## config.mk

```make
export PLATFORM = sky130hd
export DESIGN_NAME = asf_status_flags
export DESIGN_NICKNAME = d
export VERILOG_FILES = /design/src/asf_pkg.sv /design/src/asf_status_flags.sv
export SDC_FILE = /design/constraint.sdc
export NUM_CORES = 1
export LEC_CHECK = 0
export BUFFER_PORTS_ARGS = -buffer_cell sky130_fd_sc_hd__buf_2
export CORE_AREA = 5 5 70 72
export DETAILED_ROUTE_END_ITERATION = 10
export DIE_AREA = 0 0 75 77
export SLEW_MARGIN = 25
export SYNTH_ARGS = -nofsm -noshare
export SYNTH_HDL_FRONTEND = slang
export SYNTH_SLANG_ARGS = --single-unit
```

## constraint.sdc

```tcl
create_clock -name core_clk -period 14.54 [get_ports core_clk]
set_clock_uncertainty 0.05 [all_clocks]
set_input_delay 3.635 -clock core_clk [delete_from_list [all_inputs] [get_ports core_clk]]
set_output_delay 3.635 -clock core_clk [all_outputs]
set_load 0.005 [all_outputs]
```

## src/asf_pkg.sv

```systemverilog
package asf_pkg;

   // ------------------------------------------------------------
   // Register location and field layout
   // ------------------------------------------------------------
   localparam logic [11:0] FLAG_REG_ADDR = 12'h0_FDB;
   localparam int          NEG_BIT       = 4;
   localparam int          OVF_BIT       = 3;
   localparam int          ZERO_BIT      = 2;
   localparam int          DCARRY_BIT    = 1;
   localparam int          CARRY_BIT     = 0;
   localparam logic [7:0]  IMPL_MASK     = 8'h1F;
   localparam logic [4:0]  FLAGS_RESET   = 5'h00;

   // ------------------------------------------------------------
   // Operations seen by the flag logic
   // ------------------------------------------------------------
   typedef enum logic [3:0] {
      OP_NONE,
      OP_ADD_WORK_FILE,
      OP_ADD_LITERAL,
      OP_SUB_LITERAL,
      OP_SUB_WORK_FILE,
      OP_ROTATE_RIGHT,
      OP_ROTATE_LEFT,
      OP_LOGIC,
      OP_CLEAR_FILE,
      OP_NO_FLAGS
   } asf_op_t;

   // Operation request from the decoder
   typedef struct packed {
      logic       valid;
      asf_op_t    op;
      logic [7:0] opA;
      logic [7:0] opB;
   } asf_alu_req_t;

   // Data-memory write port
   typedef struct packed {
      logic        en;
      logic [11:0] addr;
      logic [7:0]  data;
   } asf_wr_t;

   // Result of one operation
   typedef struct packed {
      logic [7:0] result;
      logic [4:0] flags;
      logic [4:0] mask;
   } asf_alu_res_t;

endpackage

```

## src/asf_status_flags.sv

```systemverilog
`timescale 1ns/1ps
// What this block does
// (RQ1) The flag register reads and writes like any data-memory register.
// (RQ2) A flag-updating instruction aimed at the register gets ALU flags, not its write data.
// (RQ3) Clear-file on the register sets zero and leaves the other flags alone.
// (RQ4) Bit clear/set, nibble swap and both moves leave all five flags unaffected.
// (RQ5) Bits 7 to 5 ignore writes and read as zero.
// (RQ6) Negative follows the result MSB.
// (RQ7) Overflow is set when signed arithmetic flips the sign bit wrongly.
// (RQ8) Zero is set when an arithmetic or logic result is zero.
// (RQ9) Add/subtract set digit carry from the carry out of bit 3.
// (RQ10) Add/subtract set carry from the carry out of bit 7.
// (RQ11) Subtraction adds the two's complement, so carries mean no borrow.
// (RQ12) Rotates load digit carry from source bit 3 or 4.
// (RQ13) Rotates load carry from the bit shifted out.
// (RQ14) The register sits at access address FDBh.
// (RQ15) The flags have no defined value after reset.
module asf_status_flags (
   // Clock and reset
   input  wire logic                  core_clk,
   input  wire logic                  reset_n,
   // Operation from decoder
   input  wire asf_pkg::asf_alu_req_t aluReq,
   input  wire logic                  carryIn,
   // Data-memory write and read
   input  wire asf_pkg::asf_wr_t      memWr,
   input  wire logic [11:0]           rdAddr,
   output logic [7:0]                 rdData,
   output logic                       rdHit,
   // ALU result and flag view
   output logic [7:0]                 aluResult,
   output logic [4:0]                 flags
);

   // ------------------------------------------------------------
   // Helpers
   // ------------------------------------------------------------
   // Address match, shared by read and write ports
   function automatic logic isFlagAddr(input logic [11:0] a);
      return a == asf_pkg::FLAG_REG_ADDR; // [RQ14]
   endfunction

   // Add with carry in, returning {dc, c, sum}
   function automatic logic [9:0] addc(input logic [7:0] a, input logic [7:0] b, input logic ci);
      logic [4:0] lo;
      logic [4:0] hi;
      lo = {1'b0, a[3:0]} + {1'b0, b[3:0]} + {4'h0, ci};
      hi = {1'b0, a[7:4]} + {1'b0, b[7:4]} + {4'h0, lo[4]};
      return {lo[4], hi[4], hi[3:0], lo[3:0]};
   endfunction

   // Write strobe aimed at the flag register
   function automatic logic isFlagWrite(input asf_pkg::asf_wr_t w);
      return w.en && isFlagAddr(w.addr); // [RQ14]
   endfunction

   // ------------------------------------------------------------
   // Flag computation
   // ------------------------------------------------------------
   asf_pkg::asf_alu_res_t res;
   logic [9:0]            sum;
   logic [7:0]            addB;
   logic                  isSub;

   // Combinational ALU and per-operation flag mask
   always_comb begin
      isSub = (aluReq.op == asf_pkg::OP_SUB_LITERAL) || (aluReq.op == asf_pkg::OP_SUB_WORK_FILE);
      addB  = isSub ? ~aluReq.opB : aluReq.opB; // [RQ11]
      sum   = addc(aluReq.opA, addB, isSub); // [RQ11]
      res   = '0;
      case (aluReq.op)
         asf_pkg::OP_ADD_WORK_FILE, asf_pkg::OP_ADD_LITERAL,
         asf_pkg::OP_SUB_LITERAL, asf_pkg::OP_SUB_WORK_FILE: begin
            res.result                    = sum[7:0];
            res.flags[asf_pkg::NEG_BIT]   = sum[7]; // [RQ6]
            res.flags[asf_pkg::OVF_BIT]   = (aluReq.opA[7] == addB[7]) && (sum[7] != aluReq.opA[7]); // [RQ7]
            res.flags[asf_pkg::ZERO_BIT]  = sum[7:0] == 8'h00; // [RQ8]
            res.flags[asf_pkg::DCARRY_BIT] = sum[9]; // [RQ9]
            res.flags[asf_pkg::CARRY_BIT] = sum[8]; // [RQ10]
            res.mask                      = 5'h1F;
         end
         // Carry in is the decoder's copy of the carry flag
         asf_pkg::OP_ROTATE_RIGHT: begin
            res.result                    = {carryIn, aluReq.opA[7:1]};
            res.flags[asf_pkg::DCARRY_BIT] = aluReq.opA[4]; // [RQ12]
            res.flags[asf_pkg::CARRY_BIT] = aluReq.opA[0]; // [RQ13]
            res.flags[asf_pkg::NEG_BIT]   = carryIn;
            res.flags[asf_pkg::ZERO_BIT]  = {carryIn, aluReq.opA[7:1]} == 8'h00;
            res.mask                      = 5'h17;
         end
         asf_pkg::OP_ROTATE_LEFT: begin
            res.result                    = {aluReq.opA[6:0], carryIn};
            res.flags[asf_pkg::DCARRY_BIT] = aluReq.opA[3]; // [RQ12]
            res.flags[asf_pkg::CARRY_BIT] = aluReq.opA[7]; // [RQ13]
            res.flags[asf_pkg::NEG_BIT]   = aluReq.opA[6];
            res.flags[asf_pkg::ZERO_BIT]  = {aluReq.opA[6:0], carryIn} == 8'h00;
            res.mask                      = 5'h17;
         end
         // Only AND is built; other logic ops follow the same flag rules
         asf_pkg::OP_LOGIC: begin
            res.result                    = aluReq.opA & aluReq.opB;
            res.flags[asf_pkg::NEG_BIT]   = res.result[7]; // [RQ6]
            res.flags[asf_pkg::ZERO_BIT]  = res.result == 8'h00; // [RQ8]
            res.mask                      = 5'h14;
         end
         asf_pkg::OP_CLEAR_FILE: begin
            res.flags[asf_pkg::ZERO_BIT]  = 1'b1; // [RQ3]
            res.mask                      = 5'h04; // [RQ3]
         end
         asf_pkg::OP_NO_FLAGS: begin
            res.result                    = aluReq.opA;
            res.mask                      = 5'h00; // [RQ4]
         end
         default: begin
            res = '0;
         end
      endcase
      if (!aluReq.valid) begin
         res.mask = 5'h00;
      end
   end

   // ------------------------------------------------------------
   // Flag register
   // ------------------------------------------------------------
   logic [4:0] flagReg;
   logic [4:0] next_flagReg;
   logic [4:0] wrMask;

   // ALU flags override the bus write on flag bits they own.
   // Any flag-updating op locks all five flags against the bus write, so a
   // clear aimed here keeps N, OV, DC and C instead of zeroing them.
   always_comb begin
      wrMask       = (isFlagWrite(memWr) && res.mask == 5'h00) ? 5'h1F : 5'h00; // [RQ2] [RQ3] [RQ1]
      next_flagReg = (flagReg & ~wrMask & ~res.mask)
                   | (memWr.data[4:0] & wrMask) // [RQ5]
                   | (res.flags & res.mask); // [RQ2]
   end

   // Reset value is arbitrary to software; zero keeps simulation clean
   always_ff @(posedge core_clk or negedge reset_n) begin
      if (!reset_n) begin
         flagReg <= asf_pkg::FLAGS_RESET; // [RQ15]
      end else begin
         flagReg <= next_flagReg;
      end
   end

   // ------------------------------------------------------------
   // Read port and result
   // ------------------------------------------------------------
   // Unimplemented top bits forced low on the way out
   assign rdHit     = isFlagAddr(rdAddr);
   assign rdData    = rdHit ? ({3'b000, flagReg} & asf_pkg::IMPL_MASK) : 8'h00; // [RQ5] [RQ1]
   assign aluResult = res.result;
   assign flags     = flagReg;
endmodule

```

==> results.md, run 1 <==
Status:
- The run finished with clean final reports.

Finish:
- The number of fill cells is 472.
- The area growth from synthesis to layout is 31.64%.
- In the final design database the tool counted 312 nets.
- The fraction of layout instances using a drive strength above 1 is 33.20%.
- In the final layout, the multi-input gates occupy 1101 sq um.
- The number of inserted diodes is 0.
- The number of flip-flops under the largest register name is 5.
- The flip-flop and latch area is 125.1 sq um.

Detailed routing:
- The total iterations of the first detailed-routing run is 4.
- The detail route stage leaves a number of antenna-violating nets equal to 0.
- After detailed routing, the number of vias per cell comes to 5.480.
- In the final routed layout, each cell accounts on average for 15.00 microns.
- For this block, the via count after detailed routing is 1622.
- The detailed-route DRC error count is 0.
- For this block, the initial DRC count from the detailed router was 62.
- The post-detailed-routing wire length is 4440 microns.

Worst setup path:
- The delay of the slowest cell on the worst path is 0.45 ns.
- By instance count, the cell type seen most on the critical path is fa_1.
- Data arrives at the worst endpoint at 6.98 ns.
- For the worst setup path, the data required time is 10.85 ns.
- The maximum fanout along the worst path is 22.
- The critical path is of the in2out type.
- The worst setup path is launched from an input pin.
- The critical-path cell with the highest stage delay is or3b_4.
- The critical path capture point type is a primary output.
- Walking the worst path, the cells encountered are buf_2 -> or3b_4 -> a21oi_2 -> xor2_1 -> fa_1 -> a21o_1 -> a21oi_1 -> fa_1 -> fa_1 -> xnor2_1 -> nand2_1 -> o221ai_1 -> buf_2.

Placed design:
- The number of input and output port buffers inserted is 72.
- Timing analysis after detailed placement gives a worst setup slack of 3.823 ns.
- Summed over all nets, the half-perimeter wirelength after detailed placement is 3600 microns.
- The final weighted congestion in routability-driven placement is 0.9128.

STA:
- Setup repair after global routing left no endpoint under its margin.
- Once routing completed, OpenROAD measured the worst setup slack at 3.871 ns.
- The minimum clock period after layout is 10.67 ns.
- The maximum clock frequency is 93.73 MHz.
- Hold is met by 0.4425 ns.
- Dividing the final minimum period by the clock period gives 73.38%.
- The number of hold violations in the final report came to 0.
- The setup violation total in the final timing report is 0.
- At the pin with the least slew margin, the transition time is 0.8335 ns.
- Headroom to the max-slew limit came out at 44.31%.
- The max-slew violation total from the final report was 0.
- After routing, the total negative slack on setup checks comes to 0 ns.

Global route:
- The pin count of the biggest net entering global routing is 23.
- The total overflow left after global routing is 0.
- The wire length of the first global-routing pass is 7024 microns.
- The via count of the first global-routing pass is 1563.
- For this run, the total global-route usage over all layers was measured as 14.92%.
- The initial antenna violation count is 0.

Floorplanning:
- The area enclosed by the die boundary is 5775 sq um.
- The initial cell density of the core is 30.91%.
- The floorplan die width is 75 microns.
- The core region is 4234 sq um.
- The floorplan has 24 rows.
- The die height is 77 microns.
- During I/O placement, the number of pins put on the boundary was 79.

Clock tree:
- The clock root buffer master is clkbuf_8.
- Once the clock tree was built, the resizer swapped 0 gates to a different size.
- The CTS tree is yes.
- After clock tree synthesis, the clock-pin slew on the worst setup and hold paths is 0.03 ns.
- CTS built an H-tree with a depth of 1.
- The TritonCTS sink count is 5.
- The number of hold-repair buffers added at the cts stage is 0.
- The post-CTS setup buffer count is 0.
- The clock reaches the later pin of the worst-skew pair after 0.22 ns.
- The number of buffers inserted during clock tree synthesis is 3.
- The worst-case clock buffer depth is 2.

Yosys:
- The async set-reset flop share out of synthesis is 100.0%.
- Counting flops with a built-in enable in the synthesized netlist gives 0.
- By area the synthesized netlist is led by dfrtp_1, ha_1, a22oi_1, xor2_1, nand2_1.
- Synthesis instantiated 49 different standard cells from the library.
- The sequential element share of the synthesized area is 9.560%.
- In this run, synthesis produced a sequential element count of 5.
- Yosys printed 0 warnings.
- Of the post-synthesis cell area, the dominant cell type holds 9.560%.
- In this run the mean area of a mapped cell was 7.271 sq um.
- The commonest cells after synthesis are nand2_1, nand3_1, a22oi_1.
- The cell with the most instances after synthesis is nand2_1.
- The biggest area contributor in the post-synthesis netlist is dfrtp_1.
- The number of cells produced by synthesis is 180.
- The synthesized cell area is 1309 sq um.
- The main flop type after synthesis is dfrtp_1.

Power:
- The worst-case vdd ir drop is 16.96 uV.
- Summed over all cells, the static leakage comes to 0.8326 nW.
- In this run the power density over the cells is 57.82 nW/um^2.

Run:
- Across the run, the number of max-cap violations was 0.

Hold path:
- The worst hold-check path type is reg2reg.
placed cells by master, fill, tap and decap left out, types with 3 or more instances in the layout:
cell      count
a22o_1        3
conb_1        3
o221ai_1      5
nand3_1      13
fa_1          3
inv_1         7
and2_1        7
o21ai_0       9
nand3b_1      5
ha_1          7
dfrtp_1       5
nor2_1        4
xor2_1        9
a22oi_1      11
a21o_1        4
clkbuf_8      3
mux2i_1       3
a21oi_1       7
buf_2        72
xnor2_1       3
nor2b_1       5
nor3_1        3
nand2_1      20
power breakdown:
| part | switching [mW] | total, mW | internal [mW] |
|---|---|---|---|
| combinational | 0.0307 | 0.0564 | 0.0257 |
| sequential | 0.00161 | 0.0179 | 0.0163 |
| clock | 0.00651 | 0.0253 | 0.0188 |
| total | 0.0388 | 0.0996 | 0.0608 |
final cells by class:
type / count / share of cell area [%]
well taps: 52 / 3.776
clock buffers: 4 / 2.614
multi-input cells: 156 / 63.91
inverters: 7 / 1.525
repair buffers: 72 / 20.92
flip-flops and latches: 5 / 7.262
cells by family (layout without fill, tap and decap cells):
logic type                 Yosys count  count (layout)  synth area share (%)
other                                1               3                0.2865
adders and majority gates           10              10                 11.28
xor gates and xnor gates            12              12                 8.031
buffers and inverters               21              83                 6.884
DFF                                  5               5                 9.560
muxes                                3               3                 2.295
AOI/OAI and AO/OA                   55              55                 30.40
and+or+nand+nor                     73              73                 31.26
per-layer routing:
layer | global-route usage (%) | vias to the layer above | wire length [microns]
met3 | 2.092 | 6 | 522
met5 | 0 | - | 0
met1 | 19.35 | 733 | 1836
met2 | 24.83 | 79 | 2027
met4 | 4.804 | 0 | 53
li1 | - | 804 | -
worst max-delay path: cells and delay by family:
family | cells | cell delay [ns]
and+or+nand+nor | 2 | 0.53
AOI/OAI and AO/OA | 4 | 0.77
xor gates and xnor gates | 2 | 0.54
buffers and inverters | 2 | 0.39
adders and majority gates | 3 | 1.10
worst paths after layout:
kind                       startpoint           end  slack [ns]  depth (start not counted)
setup / recovery           aluReq[16]  aluResult[6]        3.87                         13
hold / removal               flags[1]      flags[1]        0.44                          2
setup reg to reg             flags[2]      flags[2]       13.78                          2
hold reg to reg              flags[1]      flags[1]        0.44                          2
max in group asynchronous     reset_n      flags[1]       11.14                          1
min in group asynchronous     reset_n      flags[4]        3.17                          1
stage by stage:
stage / std cells / area [sq um] / util [%] / total power [mW]
detailed placement: 292 / 1678 / 39.63 / 0.07468
finish: 296 / 1723 / 40.69 / 0.09962
floorplan: 182 / 1316 / - / 0.05200
CTS: 296 / 1723 / 40.69 / 0.1007
global placement: 292 / 1678 / 39.63 / 0.07374
global route: 296 / 1723 / 40.69 / 0.1084
(Power assumes the default switching activity.)
==> inputs of run 2 (changes only) <==
clock period = 9 ns   (was 14.54 ns; I/O delays follow)
==> run 2 against run 1 <==
Net effect:
- final area unchanged
- global-route usage up 0.13 points
- hold slack better by 0.0073 ns
- critical endpoint is now aluResult[7]
- largest power group unchanged
==> results.md, run 2 (synthesis gave the netlist of run 1 again) <==
Clock tree:
- The number of H-tree branching levels is 1 (unchanged).
- The TritonCTS sink count is 5 (unchanged).
- The clock latency on the worst-skew pair came to 0.22 ns (about the same).
- The count of cells resized by post-cts repair is 0 (unchanged).
- The worst-case clock buffer depth is 2 (unchanged).
- The clock root buffer master is clkbuf_8.
- The clock-pin slew on the worst setup and hold paths is 0.03 ns (about the same).
- The post-CTS setup buffer count is 0 (unchanged).
- The CTS tree is yes.
- The number of hold-repair buffers added at the cts stage was 0 (unchanged).
- The number of buffers inserted during clock tree synthesis came to 3 (unchanged).

Floorplanning:
- The number of core rows is 24 (unchanged).
- The core box area was 4234 sq um (unchanged).
- The initial cell density of the core is 30.91% (unchanged).
- The floorplan die width is 75 microns (unchanged).
- The die height is 77 microns (unchanged).
- The I/O pin count came to 79 (unchanged).
- The area enclosed by the die boundary came to 5775 sq um (unchanged).

STA:
- The actual slew at the worst max-slew pin is 0.8363 ns (+0.002773 ns).
- The max-slew violation total from the final report is 0 (unchanged).
- The hold slack is 0.4498 ns (+0.007306 ns).
- The total negative slack for setup checks was 0 ns (unchanged).
- In the finished design, the share of the clock period the worst path needs comes to 88.26%.
- The number of hold violations in the final report is 0 (unchanged).
- The tightest slew margin relative to the limit is 44.12% (-0.19 points).
- The setup violation total in the final timing report was 0 (unchanged).
- For the finished layout, the period the worst path requires is 7.944 ns.
- Setup repair after global routing left no endpoint under its margin.
- The maximum clock frequency is 125.9 MHz.

Run:
- The number of max-cap violations is 0 (unchanged).

Global route:
- The combined global-route utilization of all metal layers is 15.05% (+0.13 points).
- The pin count of the biggest net entering global routing was 23 (unchanged).
- The total congestion overflow is 0 (unchanged).
- The wire length of the first global-routing pass was 7024 microns (unchanged).
- The via count of the first global-routing pass is 1521 (-2.7%).
- The initial antenna violation count came to 0 (unchanged).

Power:
- The net load switching power is 0.06235 mW (+61%).
- The reported leakage power came to 0.8326 nW (unchanged).
- The worst-case vdd ir drop came to 28.19 uV (+66%).
- The share of power burned in registers is 17.9% (about the same).
- The clock group share of total power is 25.4% (about the same).
- The portion of total power attributed to combinational logic is 56.6% (about the same).
- The power density of the placed cells was 93.28 nW/um^2 (+61%).
- The net switching fraction of the power is 38.80% (-0.13 points).
- The internal power consumption is 0.09836 mW (+62%).

Placed design:
- The final weighted congestion in routability-driven placement is 0.9047 (-0.89%).
- The number of input and output port buffers inserted came to 72 (unchanged).
- The placed wire-length estimate was 3578 microns (-0.62%).

Worst setup path:
- The maximum fanout along the worst path came to 22 (unchanged).
- STA classifies the critical path startpoint as an input pin.
- The critical setup path kind is in2out.
- The arrival time at the worst endpoint came to 5.64 ns (-1.34 ns).
- The required time of the critical path is 6.70 ns (-4.15 ns).
- The critical path capture point type is a primary output.

Finish:
- The fraction of layout instances using a drive strength above 1 came to 33.20% (unchanged).
- The area growth from synthesis to final layout is 31.64% (unchanged).
- The post-layout net count is 312 (unchanged).
- The top cell types in the final layout, fill and taps aside, are buf_2, nand2_1, nand3_1.
- Leaving out fill and tap cells, the most frequent cell in the layout is buf_2.
- The number of flip-flops under the largest register name was 5 (unchanged).
- The number of inserted diodes was 0 (unchanged).

Detailed routing:
- The detailed-route DRC error count is 0 (unchanged).
- The number of antenna-violating nets in the routed design is 0 (unchanged).
- The starting DRC count in detailed routing was 72 (+16%).
- The total iterations of the first detailed-routing run is 5 (+1).
- The via-per-instance ratio is 5.476 (about the same).
- The total via count after detailed routing was 1621 (-0.062%).
- The post-detailed-routing wire length is 4401 microns (-0.88%).
- The routed wirelength normalized by instance count is 14.87 microns (-0.88%).

Status:
- The run finished with clean final reports.

Hold path:
- The worst hold-check path type is reg2reg.
==> run 2: final timing paths <==
kind	start	to	slack (ns)	cells past startpoint
hold / removal	flags[1]	flags[1]	0.45	2
setup / recovery	aluReq[16]	aluResult[7]	1.06	13
max in group asynchronous	reset_n	flags[1]	6.99	1
min in group asynchronous	reset_n	flags[3]	1.79	1
setup reg to reg	flags[2]	flags[2]	8.23	2
hold reg to reg	flags[1]	flags[1]	0.45	2
==> run 2: metrics by stage <==
| stage | cells | worst slack, ns | power [mW] | instance area [sq um] | util, % |
|---|---|---|---|---|---|
| final | 296 | 1.056 | 0.1607 | 1723 | 40.69 |
| after detailed placement | 292 | 1.077 | 0.1201 | 1678 | 39.63 |
| after global routing | 296 | 0.7623 | 0.1769 | 1723 | 40.69 |
| after floorplan | 182 | 1.864 | 0.08400 | 1316 | - |
| after global placement | 292 | 1.104 | 0.1191 | 1678 | 39.63 |
| after CTS | 296 | 1.067 | 0.1625 | 1723 | 40.69 |
==> run 2: power by group through the flow <==
stage | combinational [mW] | sequential, mW | clock [mW]
2_1_floorplan | 0.0548 | 0.0292 | 0
3_3_place_gp | 0.0898 | 0.0292 | 0
3_5_place_dp | 0.0908 | 0.0293 | 0
4_1_cts | 0.0913 | 0.0290 | 0.0422
5_1_grt | 0.103 | 0.0296 | 0.0440
6_report | 0.0910 | 0.0288 | 0.0409
==> run 2: cell type report <==
| cell class | instances | area [sq um] |
|---|---|---|
| clock buffers | 4 | 45.04 |
| fillers | 458 | 2511 |
| inverters | 7 | 26.28 |
| multi-input cells | 156 | 1101 |
| flip-flops and latches | 5 | 125.1 |
| well taps | 52 | 65.06 |
| repair buffers | 72 | 360.3 |
==> run 2: critical path, stage by stage <==
cell     delay, ns
buf_2         0.22
or3b_4        0.45
a21oi_2       0.48
xor2_1        0.29
fa_1          0.26
a21o_1        0.13
a21oi_1       0.09
fa_1          0.42
o21ai_0       0.39
xor2_1        0.18
a22oi_1       0.22
nand2_1       0.11
buf_2         0.14
==> run 2: metal layers <==
| layer | part of all wire (%) | track usage (%) |
|---|---|---|
| met1 | 42 | 20.36 |
| met4 | 0.84 | 4.270 |
| met5 | 0 | 0 |
| met3 | 11 | 1.699 |
| met2 | 46 | 24.65 |
